## config.mk

```make
export PLATFORM = sky130hd
export DESIGN_NAME = driver_status_flags
export DESIGN_NICKNAME = d
export VERILOG_FILES = /design/src/rtl/sync2.v /design/src/rtl/driver_status_flags.v
export VERILOG_INCLUDE_DIRS = /design/src /design/src/rtl
export SDC_FILE = /design/constraint.sdc
export NUM_CORES = 1
export LEC_CHECK = 0
export ABC_AREA = 0
export BUFFER_PORTS_ARGS = -buffer_cell sky130_fd_sc_hd__clkbuf_2
export CAP_MARGIN = 10
export CORE_MARGIN = 10
export CORE_UTILIZATION = 54
export DETAILED_ROUTE_END_ITERATION = 10
export PLACE_DENSITY_LB_ADDON = 0.05
export SLEW_MARGIN = 20
export SYNTH_ARGS = -nofsm -noshare
export SYNTH_HDL_FRONTEND = slang
export SYNTH_SLANG_ARGS = --single-unit
```

## constraint.sdc

```tcl
create_clock -name i_mclk -period 3.3 [get_ports i_mclk]
set_clock_uncertainty 0.05 [all_clocks]
set_input_delay 0.33 -clock i_mclk [delete_from_list [all_inputs] [get_ports i_mclk]]
set_output_delay 0.33 -clock i_mclk [all_outputs]
set_load 0.05 [all_outputs]
```

## src/rtl/driver_fault_status_map.vh

```
// Register map, field positions and timing counts of the driver status logic
`ifndef DRIVER_FAULT_STATUS_MAP_VH
`define DRIVER_FAULT_STATUS_MAP_VH
`define DRIVER_FAULT_STATUS_ADDR 7'h6f
`define AMPLITUDE_OFFSET_ADDR    7'h70
`define BIT_STANDSTILL           31
`define BIT_OPEN_B               30
`define BIT_OPEN_A               29
`define BIT_SHORT_B              28
`define BIT_SHORT_A              27
`define BIT_OT_WARN              26
`define BIT_OT_SHUT              25
`define BIT_STALL                24
`define AMPLITUDE_OFFSET_RESET   8'h1e
`define STANDSTILL_CYCLES        21'h100000
`endif

```

## src/rtl/sync2.v

```verilog
// Two-stage synchroniser for one level from outside the clock domain
`timescale 1ns/100ps
module sync2 #(
  parameter WIDTH = 1
) (
  // Clock and reset
  input  wire             i_mclk,
  input  wire             i_rst,
  // Level in from outside and level out
  input  wire [WIDTH-1:0] i_d,
  output wire [WIDTH-1:0] o_q
);
  reg [WIDTH-1:0] meta_reg;
  reg [WIDTH-1:0] q_reg;

  // First stage feeds only the second
  always @(posedge i_mclk or posedge i_rst) begin
    if (i_rst) begin
      meta_reg <= {WIDTH{1'b0}};
      q_reg    <= {WIDTH{1'b0}};
    end else begin
      meta_reg <= i_d;
      q_reg    <= meta_reg;
    end
  end

  assign o_q = q_reg;
endmodule // sync2

```

## src/rtl/driver_status_flags.v

```verilog
// Driver diagnostic status flags, fault disable and amplitude offset floor
`timescale 1ns/100ps
`include "driver_fault_status_map.vh"
// Notes on behaviour
// RULE1 - Standstill bit 31 sets 2^20 clocks after the last step pulse.
// RULE2 - Bit 30 flags open load on coil B, bit 29 on coil A.
// RULE3 - Open-load flags never disable or alter bridge drive.
// RULE4 - Ground short sets bit 28 (B) or 27 (A) and disables drivers.
// RULE5 - Short flags and disable hold until off time is zero or enable pin high.
// RULE6 - Bit 26 shows pre-warning temperature exceeded, one flag for both bridges.
// RULE7 - Bit 25 marks shutdown; drivers stay off until pre-warning clears.
// RULE8 - Bit 24 sets on zero load value or stall in load-speed mode.
// RULE9 - Offset zero: current scaling never goes below lower measurement threshold.
// RULE10 - Offset above zero: scaling may reach duties below that threshold.
// RULE11 - Host should use zero offset only with widely varying supply voltage.
// RULE12 - Host writes offset with autoscale off, then autoscale, then quiet mode.
// RULE13 - Offset is eight bits, 0 to 255, reset value 30.
// RULE14 - Stall detection compares load value against zero; larger means lighter load.
// RULE15 - Bits 23 to 21 read zero; reading has no side effects.
// RULE16 - All flags update on the device clock for a coherent snapshot.
module driver_status_flags #(
  parameter STANDSTILL_CYCLES = `STANDSTILL_CYCLES,
  parameter LOAD_WIDTH        = 10
) (
  // Clock and reset
  input  wire                  i_mclk,
  input  wire                  i_rst,
  // Pins and analog comparators from outside the clock domain
  input  wire                  i_step,
  input  wire                  i_driver_enable_low_pin,
  input  wire                  i_open_load_a,
  input  wire                  i_open_load_b,
  input  wire                  i_ground_short_a,
  input  wire                  i_ground_short_b,
  input  wire                  i_overtemp_warn,
  input  wire                  i_overtemp_limit,
  // Same-domain chopper inputs
  input  wire [LOAD_WIDTH-1:0] i_load_measurement_value,
  input  wire                  i_load_valid,
  input  wire                  i_speed_mode,
  input  wire                  i_speed_mode_stall,
  input  wire [3:0]            i_chopper_off_time,
  input  wire [7:0]            i_auto_scale,
  input  wire [7:0]            i_lower_threshold,
  // Register write port
  input  wire                  i_wr,
  input  wire [6:0]            i_addr,
  input  wire [7:0]            i_wdata,
  // Register read port
  input  wire                  i_rd,
  output reg  [31:0]           o_rdata,
  // Driver outputs
  output reg                   o_bridge_enable,
  output reg  [7:0]            o_pwm_amplitude,
  output reg  [7:0]            o_amplitude_offset
);
  // Synchronised copies of the outside levels
  wire        step_s;
  wire        pin_off_s;
  wire        open_a_s;
  wire        open_b_s;
  wire        short_a_s;
  wire        short_b_s;
  wire        warn_s;
  wire        shut_s;
  // Standstill timer state
  reg         step_d_reg;
  reg  [20:0] idle_cnt_reg;
  reg         standstill_reg;
  // Status flag registers
  reg         coil_a_ground_short_reg;
  reg         coil_b_ground_short_reg;
  reg         overtemp_shutdown_flag_reg;
  reg         stall_detected_flag_reg;
  reg         open_a_reg;
  reg         open_b_reg;
  reg         warn_reg;
  // Combinational terms
  wire        short_clear;
  wire        stall_now;
  wire [31:0] status_word;
  wire [7:0]  amp_next;

  // Step pin; every outside level passes two flops before use
  sync2 u_s_step (
    .i_mclk (i_mclk),
    .i_rst  (i_rst),
    .i_d    (i_step),
    .o_q    (step_s)
  );

  // Enable pin, high turns the bridges off
  sync2 u_s_pin_off (
    .i_mclk (i_mclk),
    .i_rst  (i_rst),
    .i_d    (i_driver_enable_low_pin),
    .o_q    (pin_off_s)
  );

  // Open-load comparators, one per coil
  sync2 u_s_open_a (
    .i_mclk (i_mclk),
    .i_rst  (i_rst),
    .i_d    (i_open_load_a),
    .o_q    (open_a_s)
  );
  sync2 u_s_open_b (
    .i_mclk (i_mclk),
    .i_rst  (i_rst),
    .i_d    (i_open_load_b),
    .o_q    (open_b_s)
  );

  // Ground-short comparators, one per coil
  sync2 u_s_short_a (
    .i_mclk (i_mclk),
    .i_rst  (i_rst),
    .i_d    (i_ground_short_a),
    .o_q    (short_a_s)
  );
  sync2 u_s_short_b (
    .i_mclk (i_mclk),
    .i_rst  (i_rst),
    .i_d    (i_ground_short_b),
    .o_q    (short_b_s)
  );

  // Temperature comparators; no debounce, so noise toggles the warning flag, while the shutdown flag holds as long as warn_s is high
  sync2 u_s_warn (
    .i_mclk (i_mclk),
    .i_rst  (i_rst),
    .i_d    (i_overtemp_warn),
    .o_q    (warn_s)
  );
  sync2 u_s_shut (
    .i_mclk (i_mclk),
    .i_rst  (i_rst),
    .i_d    (i_overtemp_limit),
    .o_q    (shut_s)
  );

  // Release of latched shorts: off time zero or enable pin high
  assign short_clear = (i_chopper_off_time == 4'h0) | pin_off_s; // RULE5

  // Standstill timer restarts on each rising step edge
  always @(posedge i_mclk or posedge i_rst) begin
    if (i_rst) begin
      step_d_reg     <= 1'b0;
      idle_cnt_reg   <= 21'h000000;
      standstill_reg <= 1'b0;
    end else begin
      step_d_reg <= step_s;
      if (step_s & ~step_d_reg) begin
        idle_cnt_reg   <= 21'h000000;
        standstill_reg <= 1'b0;
      end else if (idle_cnt_reg == STANDSTILL_CYCLES[20:0] - 21'h000001) begin
        standstill_reg <= 1'b1; // RULE1
      end else begin
        idle_cnt_reg <= idle_cnt_reg + 21'h000001;
      end
    end
  end

  // Informational levels follow their synchronised inputs
  always @(posedge i_mclk or posedge i_rst) begin
    if (i_rst) begin
      open_a_reg <= 1'b0;
      open_b_reg <= 1'b0;
      warn_reg   <= 1'b0;
    end else begin
      open_a_reg <= open_a_s; // RULE2
      open_b_reg <= open_b_s; // RULE2
      warn_reg   <= warn_s; // RULE6
    end
  end

  // Zero load value means the highest load, taken as a stall
  assign stall_now = (i_load_valid & (i_load_measurement_value == {LOAD_WIDTH{1'b0}}))
                     | (i_speed_mode & i_speed_mode_stall); // RULE8 RULE14

  // Latched shorts and shutdown, stall flag follows stall_now; a new short wins over a clear in the same cycle
  always @(posedge i_mclk or posedge i_rst) begin
    if (i_rst) begin
      coil_a_ground_short_reg    <= 1'b0;
      coil_b_ground_short_reg    <= 1'b0;
      overtemp_shutdown_flag_reg <= 1'b0;
      stall_detected_flag_reg    <= 1'b0;
    end else begin
      coil_a_ground_short_reg <= short_a_s | (coil_a_ground_short_reg & ~short_clear); // RULE4
      coil_b_ground_short_reg <= short_b_s | (coil_b_ground_short_reg & ~short_clear); // RULE4
      // Shutdown holds until the warning has also cooled off
      overtemp_shutdown_flag_reg <= shut_s | (overtemp_shutdown_flag_reg & warn_s); // RULE7
      stall_detected_flag_reg    <= stall_now; // RULE8
    end
  end

  // Status word; reserved bits zero, reading changes nothing
  assign status_word = {standstill_reg, open_b_reg, open_a_reg, coil_b_ground_short_reg,
                        coil_a_ground_short_reg, warn_reg, overtemp_shutdown_flag_reg,
                        stall_detected_flag_reg, 3'h0, 21'h000000}; // RULE15

  // Offset floor: zero offset clamps at the measurement threshold
  assign amp_next = ((o_amplitude_offset == 8'h00) && (i_auto_scale < i_lower_threshold))
                    ? i_lower_threshold // RULE9
                    : i_auto_scale; // RULE10

  // Registers, bridge enable and snapshot read, all on one clock
  always @(posedge i_mclk or posedge i_rst) begin
    if (i_rst) begin
      o_amplitude_offset <= `AMPLITUDE_OFFSET_RESET; // RULE13
      o_rdata            <= 32'h00000000;
      o_bridge_enable    <= 1'b0;
      o_pwm_amplitude    <= 8'h00;
    end else begin
      if (i_wr && (i_addr == `AMPLITUDE_OFFSET_ADDR))
        o_amplitude_offset <= i_wdata; // RULE13
      if (i_rd) begin
        if (i_addr == `DRIVER_FAULT_STATUS_ADDR)
          o_rdata <= status_word; // RULE16
        else
          o_rdata <= 32'h00000000;
      end
      // Open load is not a term here on purpose
      o_bridge_enable <= ~pin_off_s & (i_chopper_off_time != 4'h0) & ~coil_a_ground_short_reg
                         & ~coil_b_ground_short_reg
                         & ~overtemp_shutdown_flag_reg; // RULE3 RULE4 RULE7
      o_pwm_amplitude <= amp_next;
    end
  end
endmodule // driver_status_flags

```

=== Word level (Yosys, flattened, before mapping) ===
Cells that the tools add are included.

* Bits in read-only memories: 0
* Memories kept: 0
* Flip-flop bits (word level): 95
* Word-level logic and storage cells: 70
* Bits in writable memories: 0
* Input port bits: 60
* Latch bits: 0

* Muxes and demuxes: 6
* Add/sub/neg operators: 1
* Bitwise gates (word level): 21
* Shifts and indexed selects: 0
* Div/mod/pow operators: 0
* Reductions and logical operators: 7
* Magnitude comparators: 1
* Equal/unequal tests: 4
* Multipliers: 0

{| class="wikitable"
|+ Operator list
! cell !! count
|-
| 21-bit 2-to-1 mux || 2
|-
| 32-bit 2-to-1 mux || 1
|-
| 21-bit by 1-bit adder with 21-bit output (second input constant) || 1
|-
| 21-bit by 20-bit == test with 1-bit output (second input constant) || 1
|-
| 7-bit == test (second input constant) || 2
|-
| 1-bit AND || 10
|-
| 10-bit zero test || 1
|-
| 8-bit zero test || 1
|-
| 8-bit < comparator || 1
|-
| 8-bit 2-to-1 mux || 1
|-
| 1-bit inverter || 6
|-
| 1-bit OR || 5
|-
| 4-bit zero test || 1
|-
| 4-bit nonzero test || 1
|-
| 1-bit logical AND || 2
|-
| 1-bit 2-to-1 mux || 2
|-
| 2-bit inequality test (second input constant) || 1
|-
| 2-bit nonzero test || 1
|}

=== Longest topological paths before layout ===
Gate-level depths: netlist of run 1.

* Depth after elaboration: 5
* Gate-level depth with buffers: 6
* Depth with buffers taken out: 6

=== Hierarchy ===
Synthesis of run 1 repeated with hierarchy kept, for this count alone.

* Cells, all modules: 299
* Area total of the unflattened synthesis: 3,251.9 um^2

{| class="wikitable"
|+ Modules (own cells, without submodules)
! module !! area each (um^2) !! sequential area each (um^2) !! cells each !! times used
|-
| driver_status_flags || 2,821.5 || 1,381.3 || 275 || 1
|-
| sync2 || 53.8 || 50.0 || 3 || 8
|}

=== Worst setup path before layout of run 1 ===
No wires, ideal clock.

* Path kind: input-to-reg
* Start: in i_lower_threshold[5]
* End: reg o_pwm_amplitude[0]
* Data arrival time: 1,880 ps
* Cell stages on the path: 6
* Library setup time: 125 ps
* Slack: 1,245 ps
* Cells stage by stage: inv_1 ha_1 a21o_1 a21o_1 a221oi_2 mux2_2

* Cells in the longest elaborated chain, start to end: 3

{| class="wikitable"
|+ RTL lines
! element !! RTL line !! source
|-
| start: declaration || driver_status_flags.v:44 || <nowiki>input wire [7:0] i_lower_threshold,</nowiki>
|-
| 8-bit < comparator || driver_status_flags.v:203 || <nowiki>assign amp_next = ((o_amplitude_offset == 8'h00) && (i_auto_scale < i_lower_threshold))</nowiki>
|-
| 1-bit logical AND || driver_status_flags.v:203 ||
|-
| 8-bit 2-to-1 mux || driver_status_flags.v:204 || <nowiki>? i_lower_threshold</nowiki>
|-
| net amp_next[0] || driver_status_flags.v:82 || <nowiki>wire [7:0] amp_next;</nowiki>
|-
| end signal: assignment || driver_status_flags.v:227 || <nowiki>o_pwm_amplitude <= amp_next;</nowiki>
|-
| end: declaration || driver_status_flags.v:54 || <nowiki>output reg [7:0] o_pwm_amplitude,</nowiki>
|}

The timed path passes the listed nets, and every way through them passes these cells.
A chain may end at the register's enable or synchronous reset.

=== Worst setup path in the final report of run 1 ===
* Start: reg idle_cnt_reg[0]
* End: reg idle_cnt_reg[18]

* Cells in the longest elaborated chain, start to end: 3
* Elaborated cells between the ends (all ways): 5
* Those cells by class: 1 x add/sub; 2 x eq/ne; 2 x mux

{| class="wikitable"
|+ RTL lines
! element !! RTL line !! source
|-
| start: declaration || driver_status_flags.v:68 || <nowiki>reg [20:0] idle_cnt_reg;</nowiki>
|-
| start signal: assignment || driver_status_flags.v:159 || <nowiki>idle_cnt_reg <= idle_cnt_reg + 21'h000001;</nowiki>
|-
| 21-bit by 1-bit adder with 21-bit output || driver_status_flags.v:159 ||
|-
| 21-bit 2-to-1 mux || driver_status_flags.v:156 || <nowiki>end else if (idle_cnt_reg == STANDSTILL_CYCLES[20:0] - 21'h000001) begin</nowiki>
|-
| 21-bit 2-to-1 mux || driver_status_flags.v:153 || <nowiki>if (step_s & ~step_d_reg) begin</nowiki>
|}

Parallel ways exist; a longest one is shown, timed or not. The select of a mux whose other input is x is not followed.

==> results of run 1 <==
layer usage:
| layer | routed length (um) | global-route usage (%) | vias up |
|---|---|---|---|
| met5 | 0 | 0 | - |
| met4 | 102 | 6.04 | 0 |
| met3 | 362 | 4.48 | 10 |
| met2 | 3510 | 24.2 | 56 |
| met1 | 2950 | 17.1 | 1123 |
| li1 | - | - | 1184 |
path summary, 6_finish.rpt:
path | from | to | cells past startpoint
min | i_ground_short_b | u_s_short_b.meta_reg | 1
max | idle_cnt_reg[0] | idle_cnt_reg[18] | 5
min reg2reg | u_s_short_b.meta_reg | u_s_short_b.o_q | 0
max reg2reg | idle_cnt_reg[0] | idle_cnt_reg[18] | 5
max in group asynchronous | i_rst | o_amplitude_offset[4] | 4
min in group asynchronous | i_rst | o_pwm_amplitude[6] | 3
cells in the final DEF, fill, tap and decap left out, types with 2 or more instances in the layout:
master      netlist  routed
clkinvlp_4        0       3
nand3_2           2       2
nand4_1           6       6
nor4_2            2       2
mux2i_1           3       3
nor2b_1           3       3
inv_1            20      19
clkinv_4          0       2
nand2b_1          4       4
dfstp_2           4       4
nand3_1           8       8
conb_1            1      24
o31ai_1           5       5
nor3_1            5       5
nand2_1          26      26
nor4b_1           2       2
inv_6             0       2
or4_1             7       7
buf_4            24       3
a31oi_1           3       3
nor2_1            8       8
nand4b_1          2       2
dfrtp_1          67      67
o41ai_1           2       2
a21o_1            6       6
ha_1              8       8
a211oi_1          6       6
clkbuf_8          0       9
o21ai_0          15      15
clkbuf_2          0      84
a2111o_1          2       2
a21oi_1          14      14
mux2_2           16      16
nor4_1            6       6
where the power goes:
| group | internal, mW | switching (mW) | leakage [nW] | total [mW] |
|---|---|---|---|---|
| Clock | 0.280 | 0.346 | 0.0824 | 0.626 |
| Sequential | 0.929 | 0.0365 | 0.895 | 0.965 |
| Combinational | 0.105 | 0.241 | 0.833 | 0.346 |
per-stage QoR:
step / instances / worst slack [ns] / total power [mW]
finish: 463 / 1.04 / 1.94
detailed placement: 446 / 0.953 / 1.33
CTS: 463 / 1.05 / 1.96
global placement: 446 / 0.963 / 1.33
floorplan: 314 / 1.13 / 1.26
global route: 463 / 0.881 / 2.03
cells in the mapped netlist, types with 7 or more instances:
library cell	instances	area, um^2
dfrtp_1	67	1680
nand2_1	26	97.6
buf_4	24	180
inv_1	20	75.1
mux2_2	16	180
o21ai_0	15	75.1
a21oi_1	14	70.1
ha_1	8	100
nand3_1	8	40.0
nor2_1	8	30.0
or4_1	7	52.6
cell families (layout without fill, tap and decap cells):
kind of cell / Yosys count / in the layout
muxes: 19 / 19
AOI/OAI and AO/OA: 58 / 58
adders and majority gates: 8 / 8
DFF: 71 / 71
and+or+nand+nor: 84 / 84
buffers and inverters: 50 / 124
other: 1 / 24
repair_timing:
action / in CTS / in global routing
endpoints found under the hold margin: 22 / 0
buffers inserted: 0 / 0
setup endpoints to repair: 0 / 0
hold buffers: 1 / 0
cell type report:
type | instances | area [um^2] | area share [%]
Clock buffer | 9 | 124 | 3.23
Tap cell | 75 | 93.8 | 2.44
Multi-Input combinational cell | 193 | 1250 | 32.7
Inverter | 20 | 75.1 | 1.96
Timing Repair Buffer | 88 | 453 | 11.8
Clock inverter | 7 | 57.6 | 1.50
Sequential cell | 71 | 1780 | 46.4
==> flow_metrics.env, run 1 <==
export IMPL_htreeDepth=3
export IMPL_path_buf_inv=0
export IMPL_gp_congestion=0.759
export IMPL_end_kind="register"
export IMPL_ir_drop_uv=327
export IMPL_cpPeakStageDelay_ns=0.66
export IMPL_status="complete, no violations"
export IMPL_synth_enable_flop_cells=0
export IMPL_ctsResizeCount=0
export IMPL_wl_per_cell_um=15.0
export IMPL_setup_viol_count_final=0
export IMPL_slowest_stage="or4_1"
export IMPL_synth_top_family_by_area="simple AND/OR/NAND/NOR gates"
export IMPL_yosys_area_share_simple_pct=14.5
export IMPL_synth_fa_ha_area_share_pct=3.10
export IMPL_drtIter0Drc=91
export IMPL_antenna_found_initial=0
export IMPL_synth_area_um2=3230
export IMPL_post_route_util_pct=65.6
export IMPL_drc=0
export IMPL_worst_setup_path_start_kind="register"
export IMPL_core_area_um2=5850
export IMPL_synth_seq_cells=71
export IMPL_async_reset_ff_share_pct=100
export IMPL_fillCellCount=484
export IMPL_firstDrtPassIters=4
export IMPL_layout_worst_path_cycle_share_pct=68.5
export IMPL_cts_inserted_buffers=9
export IMPL_hold_path_class="in -> reg"
export IMPL_grtUsageTotal_pct=14.6
export IMPL_cts_root_buf="clkbuf_8"
export IMPL_grt_pass1_vias=2433
export IMPL_finalInstanceArea_um2=3840
export IMPL_largest_reg_flops=21
export IMPL_clock_path_buffers=2
export IMPL_antenna_left=0
export IMPL_power_leakage_nw=1.81
export IMPL_drive_gt1_share_pct=33.5
export IMPL_worst_ep_arrival_time_ns=2.47
export IMPL_max_slew_margin_pct=30.6
export IMPL_die_w_um=97.3
export IMPL_syn_area_per_cell_um2=11.1
export IMPL_tightest_slew_ns=1.04
export IMPL_setup_tns_final_ns=0
export IMPL_crit_type="reg -> reg"
export IMPL_yosysSeqAreaShare_pct=55.2
export IMPL_max_freq_mhz=443
export IMPL_area_delta_synth_final_pct=18.9
export IMPL_grt_max_degree=48
export IMPL_diodes=0
export IMPL_finalHoldViolations=0
export IMPL_via_per_inst=5.13
export IMPL_cts_sinks=71
export IMPL_crit_family="simple AND/OR/NAND/NOR gates"
export IMPL_dr_total_vias=2373
export IMPL_grt_ovfl_total=0
export IMPL_synth_cells=291
export IMPL_synth_xor_area_share_pct=0
export IMPL_required_ns=3.51
export IMPL_cts_clk_slew_worst_paths_ns=0.08
export IMPL_die_h_um=97.3
export IMPL_ys_flop_type="dfrtp_1"
export IMPL_p_per_area_nw_per_um2=505
export IMPL_yosysWarnings=0
export IMPL_grt_pass1_wl_um=11500
export IMPL_fin_nets=451
export IMPL_synth_compound_area_share_pct=11.9
export IMPL_min_period_ns=2.26
export IMPL_num_rows=28
export IMPL_dieArea_um2=9470
export IMPL_reg2reg_slack_ns=1.04
export IMPL_worstSkewPairLatency_ns=0.34
export IMPL_cts_tree="yes"
export IMPL_muxShareOfSynthArea_pct=6.51
export IMPL_critPathMostFrequentCell="or4_1"
export IMPL_portBuffers=84
export IMPL_final_max_slew_violation_count=0
export IMPL_cp_cell_sequence="ha_1 -> nand3_2 -> or4_1 -> or4_1 -> a21oi_1"
export IMPL_drv_cap=0
export IMPL_pin_count=109
export IMPL_ys_types=39
export IMPL_finalWirelength_um=6920
export IMPL_placed_cell_area_um2=3650
export IMPL_dp_hpwl_um=5280
export IMPL_rsz0062_at_grt="false"
export IMPL_worst_path_max_fanout=8
export IMPL_start_util_pct=55.2
export IMPL_holdWs_ns=0.0410
Note: power is estimated with default switching activity, not from simulation.
==> run 2, diff against run 1 <==
--- a/config.mk
+++ b/config.mk
@@ -10,7 +10,7 @@
 export BUFFER_PORTS_ARGS = -buffer_cell sky130_fd_sc_hd__clkbuf_2
 export CAP_MARGIN = 10
 export CORE_MARGIN = 10
-export CORE_UTILIZATION = 54
+export CORE_UTILIZATION = 50
 export DETAILED_ROUTE_END_ITERATION = 10
 export PLACE_DENSITY_LB_ADDON = 0.05
 export SLEW_MARGIN = 20
==> constraint.sdc (replaced) <==
create_clock -name i_mclk -period 2.12 [get_ports i_mclk]
set_clock_uncertainty 0.05 [all_clocks]
set_input_delay 0.212 -clock i_mclk [delete_from_list [all_inputs] [get_ports i_mclk]]
set_output_delay 0.212 -clock i_mclk [all_outputs]
set_load 0.05 [all_outputs]
==> flow_metrics.env, run 2 (synthesis results as in run 1) <==
export IMPL_crit_type="reg -> reg"
export IMPL_rsz0062_at_grt="false"
export IMPL_cts_inserted_buffers=9
export IMPL_worst_ep_arrival_time_ns=2.23
export IMPL_pin_count=109
export IMPL_dieArea_um2=10100
export IMPL_swShare_pct=32.7
export IMPL_p_per_area_nw_per_um2=763
export IMPL_drc=0
export IMPL_max_slew_margin_pct=57.4
export IMPL_portBuffers=84
export IMPL_dp_slack_ns=0.0815
export IMPL_max_freq_mhz=500
export IMPL_final_max_slew_violation_count=0
export IMPL_worst_setup_path_start_kind="register"
export IMPL_grt_max_degree=33
export IMPL_cts_clk_slew_worst_paths_ns=0.08
export IMPL_status="complete, no violations"
export IMPL_cts_sinks=71
export IMPL_dp_hpwl_um=5580
export IMPL_die_w_um=100
export IMPL_final_common_cell="clkbuf_2"
export IMPL_min_period_ns=2.00
export IMPL_finalHoldViolations=0
export IMPL_num_rows=29
export IMPL_grtUsageTotal_pct=14.7
export IMPL_gp_congestion=0.754
export IMPL_via_per_inst=5.06
export IMPL_hold_path_class="in -> reg"
export IMPL_cts_root_buf="clkbuf_8"
export IMPL_drive_gt1_share_pct=35.9
export IMPL_ir_drop_uv=535
export IMPL_core_area_um2=6310
export IMPL_antenna_found_initial=0
export IMPL_switchingPower_mw=1.01
export IMPL_finalWirelength_um=7280
export IMPL_required_ns=2.34
export IMPL_grt_pass1_wl_um=12100
export IMPL_antenna_left=0
export IMPL_layout_worst_path_cycle_share_pct=94.4
export IMPL_die_h_um=100
export IMPL_drtIter0Drc=50
export IMPL_grt_ovfl_total=0
export IMPL_start_util_pct=51.1
export IMPL_diodes=0
export IMPL_clkPwrFrac_pct=32.6
export IMPL_fin_nets=473
export IMPL_drv_cap=0
export IMPL_clock_path_buffers=2
export IMPL_holdWs_ns=0.0309
export IMPL_worstSkewPairLatency_ns=0.34
export IMPL_layout_common_cells="84 x clkbuf_2, 67 x dfrtp_1, 26 x nand2_1, 24 x conb_1, 19 x inv_1"
export IMPL_dr_total_vias=2465
export IMPL_seq_power_share_pct=48.6
export IMPL_worst_slack_ns=0.118
export IMPL_area_delta_synth_final_pct=25.5
export IMPL_end_kind="register"
export IMPL_intPower_mw=2.08
export IMPL_power_leakage_nw=1.93
export IMPL_largest_reg_flops=21
export IMPL_tightest_slew_ns=0.638
export IMPL_share_comb_of_total_power_pct=18.7
export IMPL_firstDrtPassIters=5
export IMPL_finalPower_mw=3.09
export IMPL_grt_pass1_vias=2596
export IMPL_post_route_util_pct=64.2
export IMPL_htreeDepth=3
export IMPL_cts_tree="yes"
export IMPL_setup_tns_final_ns=0
export IMPL_setup_viol_count_final=0
export IMPL_worst_path_max_fanout=5
export IMPL_wl_per_cell_um=14.9
run 2: worst max-delay path, stage by stage (launching register included):
cell	delay, ns
dfrtp_1	0.42
ha_2	0.22
nand3_2	0.08
or4_4	0.52
or4_1	0.48
a21oi_1	0.15
run 2: path summary, 6_finish.rpt:
kind	depth (start not counted)	start	endpoint	slack, ns
worst max-delay path	5	idle_cnt_reg[0]	idle_cnt_reg[18]	0.12
max in group asynchronous	4	i_rst	overtemp_shutdown_flag_reg	1.05
worst min-delay path	2	i_speed_mode	stall_detected_flag_reg	0.03
worst max register to register	5	idle_cnt_reg[0]	idle_cnt_reg[18]	0.12
worst min register to register	0	u_s_open_a.meta_reg	u_s_open_a.o_q	0.30
min in group asynchronous	3	i_rst	o_pwm_amplitude[4]	0.36
run 2: metrics by stage:
step                      cell area, um^2  instances
after floorplan                      3320        314
after global placement               3760        461
after detailed placement             3760        461
after CTS                            4040        486
after global routing                 4050        487
final                                4050        487
run 2: power groups by stage:
stage / Sequential, mW / Combinational (mW) / Clock (mW)
floorplan: 1.66 / 0.302 / 0
global placement: 1.53 / 0.555 / 0
detailed placement: 1.53 / 0.564 / 0
CTS: 1.50 / 0.578 / 1.04
global route: 1.52 / 0.630 / 1.11
finish: 1.51 / 0.580 / 1.01
run 2: area by class of cell:
cell class	instances	area (um^2)
inverter	20	75.1
clock buffer	9	124
clock inverter	7	62.6
timing repair buffer	110	651
multi-input combinational	193	1260
sequential	71	1780
fill	533	2260
tap	77	96.3
run 2: per-layer routing:
| layer | vias to the layer above | track usage (%) | part of all wire [%] |
|---|---|---|---|
| met3 | 13 | 5.29 | 6.7 |
| met2 | 66 | 23.5 | 49 |
| met5 | - | 0 | 0 |
| li1 | 1235 | - | - |
| met1 | 1151 | 17.0 | 42 |
| met4 | 0 | 7.72 | 2.2 |
run 2: timing repair:
item / in CTS / in global routing
buffers inserted: 0 / 1
hold endpoints to repair: 23 / 0
hold buffers: 9 / 0
resized for setup: 0 / 3
endpoints found under the setup margin: 0 / 2
